==> config.mk <==
export PLATFORM = sky130hd
export DESIGN_NAME = usart_rx_sampling_sync_master_tx
export DESIGN_NICKNAME = d
export VERILOG_FILES = /design/src/usart_pkg.sv /design/src/usart_rx_sampling_sync_master_tx.sv
export VERILOG_INCLUDE_DIRS = /design/src
export SDC_FILE = /design/constraint.sdc
export NUM_CORES = 1
export LEC_CHECK = 0
export BUFFER_PORTS_ARGS = -buffer_cell sky130_fd_sc_hd__buf_2
export CORE_MARGIN = 10
export CORE_UTILIZATION = 39
export CTS_BUF_LIST = sky130_fd_sc_hd__clkbuf_16
export DETAILED_ROUTE_END_ITERATION = 8
export GPL_TIMING_DRIVEN = 0
export MAX_ROUTING_LAYER = met4
export REMOVE_ABC_BUFFERS = 1
export SYNTH_ARGS = -nofsm -noshare
export SYNTH_HDL_FRONTEND = slang
export SYNTH_SLANG_ARGS = --single-unit
==> constraint.sdc <==
create_clock -name clk -period 2.85 [get_ports clk]
set_input_delay 0.1425 -clock clk [delete_from_list [all_inputs] [get_ports clk]]
set_output_delay 0.1425 -clock clk [all_outputs]
set_load 0.01 [all_outputs]
==> src/usart_consts.svh <==
`ifndef USART_CONSTS_SVH
`define USART_CONSTS_SVH

// register offsets
`define OFF_FLAGS      8'h10
`define OFF_ENABLES    8'h11
`define OFF_CPU_IRQ    8'h12
`define OFF_RX_STATUS  8'h13
`define OFF_RX_DATA    8'h14
`define OFF_TX_STATUS  8'h15
`define OFF_TX_HOLD    8'h16
`define OFF_BAUD       8'h17

// receive status and control fields
`define RX_PORT_EN     7
`define RX_NINTH_EN    6
`define RX_SINGLE      5
`define RX_CONT        4
`define RX_FRAMING_ERROR        2
`define RX_OVERRUN_ERROR        1
`define RX_NINTH       0

// transmit status and control fields
`define TX_CLK_MASTER  7
`define TX_NINTH_EN    6
`define TX_EN          5
`define TX_SYNC        4
`define TX_EMPTY       1
`define TX_NINTH       0

// flag, enable and cpu fields
`define FLAG_TX        1
`define FLAG_RX        0
`define CPU_PERIPH_EN  0
`define CPU_GLOBAL_DIS 1

// reset values (all state clears; empty buffer reads as flag 1)
`define RST_FLAGS      8'h02
`define RST_TX_STATUS  8'h02

// oversampling and frame counts
`define SAMPLE_FIRST   4'h6
`define SAMPLE_LAST    4'h8
`define BITS_SHORT     4'h8
`define BITS_LONG      4'h9
`define FIFO_DEPTH     2'h2

`endif

==> src/usart_pkg.sv <==
package usart_pkg;

   typedef enum logic [1:0] {rx_idle, rx_start, rx_data} rx_phase_t;

   typedef struct packed {
      logic [7:0] addr;
      logic [7:0] wdata;
      logic       wr;
      logic       rd;
   } reg_req_t;

   typedef struct packed {
      logic out;
      logic oe;
   } pin_out_t;

   typedef struct packed {
      logic       framing_error;
      logic       ninth;
      logic [7:0] data;
   } rx_word_t;

   typedef struct packed {
      logic           port_enable;
      logic           rx9;
      logic           single_receive_enable;
      logic           continuous_receive_enable;
      logic           overrun_error;
      logic           clock_source_master;
      logic           tx9;
      logic           transmit_enable;
      logic           sync;
      logic           tx_ninth_value;
      logic           tx_ie;
      logic           rx_ie;
      logic           periph_en;
      logic           glob_dis;
      logic [7:0]     baud_div;
      logic [7:0]     baud_cnt;
      logic           tick;
      logic [7:0]     hold;
      logic           hold_full;
      logic [8:0]     tx_shift_register;
      logic           tx_busy;
      logic [3:0]     tx_cnt;
      logic [3:0]     ovs;
      logic [1:0]     votes;
      rx_phase_t      rx_st;
      logic [8:0]     rx_shift_register;
      logic [3:0]     rx_cnt;
      rx_word_t [1:0] fifo;
      logic [1:0]     fcnt;
      logic [1:0]     dt_sync;
      pin_out_t       dt_drv;
      pin_out_t       ck_drv;
      logic [7:0]     rdata;
      logic           irq;
   } state_t;

endpackage

==> src/usart_rx_sampling_sync_master_tx.sv <==
// The address-and-strobe port is this design's own decision.
`timescale 1ns/1ns
`include "usart_consts.svh"

module usart_rx_sampling_sync_master_tx (
   // system
   input  wire logic                clk,
   input  wire logic                reset,
   // register port
   input  wire usart_pkg::reg_req_t req,
   output      logic [7:0]          rdata,
   // data pin
   input  wire logic                dt_in,
   output      usart_pkg::pin_out_t dt_drv,
   // clock pin, output only in master mode
   output      usart_pkg::pin_out_t ck_drv,
   // interrupt request
   output      logic                irq
);
   import usart_pkg::*;

   state_t     s;
   state_t     n;
   logic       line;
   logic       lvl;
   logic       rx_on;
   logic       sync_rx;
   logic       tx_mode;
   logic       rx_ovr;
   logic       word_done;
   logic       pop;
   logic [3:0] rx_bits;
   logic [3:0] tx_bits;
   logic [8:0] shifted;
   rx_word_t   word;

   function automatic rx_word_t pack_word(input logic [8:0] v, input logic nine,
                                          input logic framing_error);
      rx_word_t w;
      w.framing_error  = framing_error;
      w.ninth = nine & v[8];
      w.data  = nine ? v[7:0] : v[8:1];
      return w;
   endfunction

   assign line = s.dt_sync[1];

   always_comb begin
      n         = s;
      rx_ovr    = s.continuous_receive_enable | s.single_receive_enable;
      tx_mode   = s.port_enable & s.sync & s.clock_source_master & s.transmit_enable;
      sync_rx   = s.port_enable & s.sync & s.clock_source_master & rx_ovr;
      rx_on     = s.port_enable & ~s.sync & s.continuous_receive_enable;
      rx_bits   = s.rx9 ? `BITS_LONG : `BITS_SHORT;
      tx_bits   = s.tx9 ? `BITS_LONG : `BITS_SHORT;
      lvl       = (s.votes[1] & s.votes[0]) | (s.votes[1] & line)
                | (s.votes[0] & line);
      shifted   = {line, s.rx_shift_register[8:1]};
      word_done = 1'b0;
      word      = '0;
      pop       = req.rd && (req.addr == `OFF_RX_DATA) && (s.fcnt != 2'h0);
      n.dt_sync = {s.dt_sync[0], dt_in};

      // baud generator
      n.tick = 1'b0;
      if (!(s.transmit_enable | rx_ovr)) begin
         n.baud_cnt = s.baud_div;
      end else if (s.baud_cnt == 8'h00) begin
         n.baud_cnt = s.baud_div;
         n.tick     = 1'b1;
      end else begin
         n.baud_cnt = s.baud_cnt - 8'h01;
      end

      // asynchronous receive, tick is the x16 clock
      if (s.tick && rx_on) begin
         n.ovs = s.ovs + 4'h1;
         if (s.ovs >= `SAMPLE_FIRST && s.ovs < `SAMPLE_LAST) begin
            n.votes = {s.votes[0], line};
         end
         case (s.rx_st)
            rx_idle: begin
               if (!line) begin
                  n.ovs   = 4'h1;
                  n.rx_st = rx_start;
               end
            end
            rx_start: begin
               if (s.ovs == `SAMPLE_LAST) begin
                  n.rx_st  = lvl ? rx_idle : rx_data;
                  n.rx_cnt = 4'h0;
               end
            end
            default: begin
               if (s.ovs == `SAMPLE_LAST) begin
                  if (s.rx_cnt != rx_bits) begin
                     n.rx_shift_register    = {lvl, s.rx_shift_register[8:1]};
                     n.rx_cnt = s.rx_cnt + 4'h1;
                  end else begin
                     word_done = 1'b1;
                     word      = pack_word(s.rx_shift_register, s.rx9, ~lvl);
                     n.rx_st   = rx_idle;
                  end
               end
            end
         endcase
      end

      // synchronous master shift clock
      if (s.tick && (sync_rx || (tx_mode && s.tx_busy))) begin
         n.ck_drv.out = ~s.ck_drv.out;
         if (sync_rx) begin
            if (s.ck_drv.out) begin
               n.rx_shift_register    = shifted;
               n.rx_cnt = s.rx_cnt + 4'h1;
               if (s.rx_cnt == rx_bits - 4'h1) begin
                  word_done = 1'b1;
                  word      = pack_word(shifted, s.rx9, 1'b0);
                  n.rx_cnt  = 4'h0;
                  if (!s.continuous_receive_enable) begin
                     n.single_receive_enable = 1'b0;
                  end
               end
            end
         end else if (!s.ck_drv.out) begin
            n.dt_drv.out = s.tx_shift_register[0];
            n.tx_shift_register        = {1'b0, s.tx_shift_register[8:1]};
         end else begin
            n.tx_cnt = s.tx_cnt + 4'h1;
            if (s.tx_cnt == tx_bits - 4'h1) begin
               n.tx_busy = 1'b0;
               n.tx_cnt  = 4'h0;
            end
         end
      end

      // receiver reset
      if (!s.port_enable || !rx_ovr) begin
         n.rx_st  = rx_idle;
         n.rx_cnt = 4'h0;
      end
      if (!s.port_enable) begin
         n.overrun_error = 1'b0;
      end

      // transmitter: abort, or load from the holding buffer
      if (!s.transmit_enable || !s.port_enable) begin
         n.tx_busy = 1'b0;
         n.tx_cnt  = 4'h0;
      end else if (tx_mode && !rx_ovr && !s.tx_busy && s.hold_full) begin
         n.tx_shift_register       = {s.tx_ninth_value, s.hold};
         n.tx_busy   = 1'b1;
         n.hold_full = 1'b0;
      end

      // receive fifo, pop before push
      if (pop) begin
         n.fifo[0] = s.fifo[1];
         n.fcnt    = s.fcnt - 2'h1;
      end
      if (word_done && !s.overrun_error) begin
         if (n.fcnt == `FIFO_DEPTH) begin
            n.overrun_error = 1'b1;
         end else begin
            n.fifo[n.fcnt[0]] = word;
            n.fcnt            = n.fcnt + 2'h1;
         end
      end

      // pins
      n.dt_drv.oe = tx_mode & ~rx_ovr;
      n.ck_drv.oe = s.port_enable & s.sync & s.clock_source_master & (s.transmit_enable | rx_ovr);
      if (!n.ck_drv.oe) begin
         n.ck_drv.out = 1'b0;
      end

      // interrupt gating
      n.irq = s.periph_en & ~s.glob_dis
            & ((~s.hold_full & s.tx_ie) | ((s.fcnt != 2'h0) & s.rx_ie));

      // register reads
      n.rdata = 8'h00;
      if (req.rd) begin
         if (req.addr == `OFF_FLAGS) begin
            n.rdata[`FLAG_TX] = ~s.hold_full;
            n.rdata[`FLAG_RX] = s.fcnt != 2'h0;
         end else if (req.addr == `OFF_ENABLES) begin
            n.rdata[`FLAG_TX] = s.tx_ie;
            n.rdata[`FLAG_RX] = s.rx_ie;
         end else if (req.addr == `OFF_CPU_IRQ) begin
            n.rdata[`CPU_PERIPH_EN]  = s.periph_en;
            n.rdata[`CPU_GLOBAL_DIS] = s.glob_dis;
         end else if (req.addr == `OFF_RX_STATUS) begin
            n.rdata[`RX_PORT_EN]  = s.port_enable;
            n.rdata[`RX_NINTH_EN] = s.rx9;
            n.rdata[`RX_SINGLE]   = s.single_receive_enable;
            n.rdata[`RX_CONT]     = s.continuous_receive_enable;
            n.rdata[`RX_FRAMING_ERROR]     = s.fifo[0].framing_error;
            n.rdata[`RX_OVERRUN_ERROR]     = s.overrun_error;
            n.rdata[`RX_NINTH]    = s.fifo[0].ninth;
         end else if (req.addr == `OFF_RX_DATA) begin
            n.rdata = s.fifo[0].data;
         end else if (req.addr == `OFF_TX_STATUS) begin
            n.rdata[`TX_CLK_MASTER] = s.clock_source_master;
            n.rdata[`TX_NINTH_EN]   = s.tx9;
            n.rdata[`TX_EN]         = s.transmit_enable;
            n.rdata[`TX_SYNC]       = s.sync;
            n.rdata[`TX_EMPTY]      = ~s.tx_busy;
            n.rdata[`TX_NINTH]      = s.tx_ninth_value;
         end else if (req.addr == `OFF_TX_HOLD) begin
            n.rdata = s.hold;
         end else if (req.addr == `OFF_BAUD) begin
            n.rdata = s.baud_div;
         end
      end

      // register writes, after hardware updates so software sets win
      if (req.wr) begin
         if (req.addr == `OFF_ENABLES) begin
            n.tx_ie = req.wdata[`FLAG_TX];
            n.rx_ie = req.wdata[`FLAG_RX];
         end else if (req.addr == `OFF_CPU_IRQ) begin
            n.periph_en = req.wdata[`CPU_PERIPH_EN];
            n.glob_dis  = req.wdata[`CPU_GLOBAL_DIS];
         end else if (req.addr == `OFF_RX_STATUS) begin
            n.port_enable = req.wdata[`RX_PORT_EN];
            n.rx9  = req.wdata[`RX_NINTH_EN];
            n.single_receive_enable = req.wdata[`RX_SINGLE];
            n.continuous_receive_enable = req.wdata[`RX_CONT];
            if (s.continuous_receive_enable && !req.wdata[`RX_CONT]) begin
               n.overrun_error = n.overrun_error & ~s.overrun_error;
            end
         end else if (req.addr == `OFF_TX_STATUS) begin
            n.clock_source_master = req.wdata[`TX_CLK_MASTER];
            n.tx9  = req.wdata[`TX_NINTH_EN];
            n.transmit_enable = req.wdata[`TX_EN];
            n.sync = req.wdata[`TX_SYNC];
            n.tx_ninth_value = req.wdata[`TX_NINTH];
         end else if (req.addr == `OFF_TX_HOLD) begin
            n.hold      = req.wdata;
            n.hold_full = 1'b1;
         end else if (req.addr == `OFF_BAUD) begin
            n.baud_div = req.wdata;
         end
      end
   end

   always_ff @(posedge clk) begin
      if (reset) begin
         s <= '0;
      end else begin
         s <= n;
      end
   end

   assign rdata  = s.rdata;
   assign dt_drv = s.dt_drv;
   assign ck_drv = s.ck_drv;
   assign irq    = s.irq;
endmodule

==> results.py <==
metrics = {
    "sta": {
        "setup_viol": 0,
        "setup_tns_ns": 0,
        "fin_ws_ns": 0.146,
        "relSlewSlack_pct": 19.4,
        "timing.hold.ws_ns": 0.0126,
        "hold_viol": 0,
        "slew_violations": 0,
        "worst_clock_skew_ns": 0.00577,
        "fin_crit_sh_pct": 94.9,
        "worst_pin_slew_ns": 1.20,
        "rsz0062_at_grt": "false",
        "fmax_mhz": 370,
        "period_needed_ns": 2.70,
    },
    "setup_path": {
        "rr_worst_depth": 11,
        "crit_type": "register to register",
        "critical_path_required_ns": 3.12,
        "regToRegEndpoint": "s[23]$_SDFF_PP0_",
        "endpoint_kind": "register",
        "r2r-start": "s[15]$_SDFF_PP0_",
        "reg2reg_slack_ns": 0.15,
        "critPathArrivalTime_ns": 2.97,
        "crit_fanout": 5,
        "crit_path_start_kind": "register",
    },
    "clocking": {
        "path_clk_slew_ns": 0.07,
        "cts-root-buf": "clkbuf_16",
        "holdBufCountCts": 0,
        "cts_buffers": 9,
        "clockBufferDepth": 2,
        "clock_latency_ns": 0.35,
        "cts.sink_count": 112,
        "htreeDepth": 3,
        "cts_tree": "yes",
    },
    "final_layout": {
        "layout_commonest_cell": "dfxtp_1",
        "synthToLayoutAreaGrowth_pct": 8.69,
        "layout.nets": 655,
        "register_area_um2": 2240,
        "mostFrequentLayoutCells": "dfxtp_1, nor2_1, mux2i_1",
        "drive_gt1_share_pct": 16.4,
        "final_cells": 810,
        "multi_input_area_um2": 3030,
        "n_fill_cell": 1372,
    },
    "logic_synthesis": {
        "syn_avg_cell_area_um2": 8.99,
        "ys.flop_type": "dfxtp_1",
        "seq_area_frac_synth_pct": 40.0,
        "syn_inst": 623,
        "synth_top_area_share_pct": 40.0,
        "ys_warn_count": 0,
        "synthDistinctLibCells": 67,
        "synth_area_um2": 5600,
        "async_reset_ff_share_pct": 0,
        "yosys.area.top_type": "dfxtp_1",
        "synth_edf_count": 0,
        "synthTopCellsByArea": "dfxtp_1, mux2i_1, nor2_1",
        "synth_seq_cells": 112,
    },
    "power_and_ir_drop": {
        "finalPower_mw": 2.78,
        "ir_worst_vdd_mv": 0.467,
        "power_density_nw_per_um2": 457,
        "leakage_nw": 2.12,
    },
    "grt": {
        "first_global_vias": 4234,
        "antenna_found_initial": 2,
        "grt_pass1_wl_um": 22000,
        "grt_max_degree": 84,
        "grt_overflow": 0,
        "gr-usage-all-layers_pct": 14.0,
    },
    "placed_design": {
        "dp_cells": 786,
        "pre_cts_ws_ns": -1.48,
        "post-dp-hpwl_um": 9790,
        "gp_congestion": 0.881,
        "portBuffers": 33,
    },
    "routing": {
        "ant_nets": 0,
        "num_vias": 4522,
        "viasPerCell": 5.58,
        "wire_per_inst_um": 17.1,
        "wirelength_um": 13800,
        "drcViolationCount": 0,
        "first_pass_iters": 5,
        "drt_iter0_markers": 315,
    },
    "hold_path": {
        "hold_start": "dt_in",
        "hold_path.class": "input pin to register",
        "whs_endpoint": "n[14]$_SDFF_PP0_",
        "holdPathStages": 2,
    },
    "die": {
        "io_pins": 34,
        "core_um2": 14000,
        "die_h_um": 140,
        "die-area_um2": 19600,
        "die_w_um": 140,
        "rows": 43,
        "initial_core_util_pct": 40.1,
    },
    "run_status": {
        "outcome": "complete, no violations",
    },
    "flow_run": {
        "drv.max_cap_violation_count": 0,
    },
}
==> power by group <==
part	switching (mW)	total, mW	internal, mW	leakage [nW]
clock network	0.551	1.13	0.575	0.122
logic	0.0666	0.0904	0.0238	1.10
registers	0.00178	1.57	1.57	0.903
total	0.619	2.78	2.17	2.12
==> flip-flops by register name (all words and copies together) (netlist names) <==
signal / flops
s: 97
irq: 1
dt_drv: 2
ck_drv: 2
rdata: 8
n: 1
line: 1
==> through the flow <==
step	util (%)	area, µm²
after floorplan	-	5320
after global placement	40.8	5710
after detailed placement	40.9	5730
after CTS	43.3	6050
after global routing	43.5	6090
final	43.5	6090
==> worst max-delay path by stage <==
| stage | from | endpoint | slack, ns | cells after the start |
|---|---|---|---|---|
| after global placement | s[15]$_SDFF_PP0_ | s[25]$_SDFF_PP0_ | -1.90 | 10 |
| after detailed placement | s[15]$_SDFF_PP0_ | s[25]$_SDFF_PP0_ | -1.48 | 10 |
| after global routing | s[15]$_SDFF_PP0_ | s[23]$_SDFF_PP0_ | 0.01 | 11 |
| after CTS | s[15]$_SDFF_PP0_ | s[22]$_SDFF_PP0_ | 0.01 | 11 |
| final | s[15]$_SDFF_PP0_ | s[23]$_SDFF_PP0_ | 0.15 | 11 |
| after floorplan | s[15]$_SDFF_PP0_ | s[25]$_SDFF_PP0_ | -0.76 | 10 |
==> worst max-delay path, stage by stage (launching register included) <==
cell	delay (ns)
dfxtp_2	0.37
inv_1	0.07
ha_2	0.23
nor4b_4	0.28
nand4_1	0.25
buf_6	0.21
mux2i_1	0.15
ha_2	0.22
a311oi_4	0.34
buf_4	0.20
a21oi_1	0.08
a211oi_2	0.22
==> synth_stat cells, drive strengths merged, types with 4 or more instances <==
| cell type | number |
|---|---|
| nand2b | 5 |
| a211oi | 30 |
| a31oi | 5 |
| o32ai | 6 |
| nor3 | 14 |
| nor2 | 72 |
| a21oi | 41 |
| buf | 32 |
| nand3 | 25 |
| nor4b | 4 |
| clkbuf | 18 |
| nor2b | 5 |
| a221oi | 4 |
| ha | 9 |
| nand2 | 43 |
| nand4 | 12 |
| mux2i | 44 |
| xor2 | 5 |
| and2 | 8 |
| o22ai | 19 |
| dfxtp | 112 |
| nor3b | 4 |
| inv | 23 |
| xnor2 | 8 |
| mux2 | 10 |
| o21ai | 25 |
==> repair_timing <==
item / 4_1_cts / 5_1_grt
buffers inserted: 6 / 2
gates resized for setup: 5 / 5
endpoints found under the hold margin: 0 / 0
pin swaps: 3 / 5
setup endpoints to repair: 23 / 10
==> metal layers <==
layer	global-route usage (%)	vias up	share of wire (%)
met5	-	-	0
met4	5.65	0	1.9
met3	2.99	15	3.5
met2	21.3	107	47
met1	17.6	2162	48
li1	-	2238	-
==> cell families (layout without fill, tap and decap cells) <==
| group | after synthesis | after routing | share of synthesized area, % |
|---|---|---|---|
| AO/OA/AOI/OAI | 151 | 151 | 19.1 |
| XOR/XNOR | 13 | 13 | 2.17 |
| adder cells (fa/ha/maj) | 9 | 9 | 2.01 |
| buffers and inverters | 75 | 80 | 6.65 |
| flip-flops | 112 | 112 | 40.0 |
| multiplexers | 57 | 57 | 11.1 |
| other | 0 | 2 | 0 |
| AND/OR/NAND/NOR | 206 | 206 | 19.0 |
==> layout make-up <==
class	count	area share, %
Clock inverter	5	0.452
Antenna cell	2	0.0822
Multi-Input combinational cell	436	49.8
Clock buffer	9	3.70
Inverter	25	1.54
Tap cell	180	3.70
Timing Repair Buffer	41	3.86
Sequential cell	112	36.8
Power figures use the tool's default switching activity.
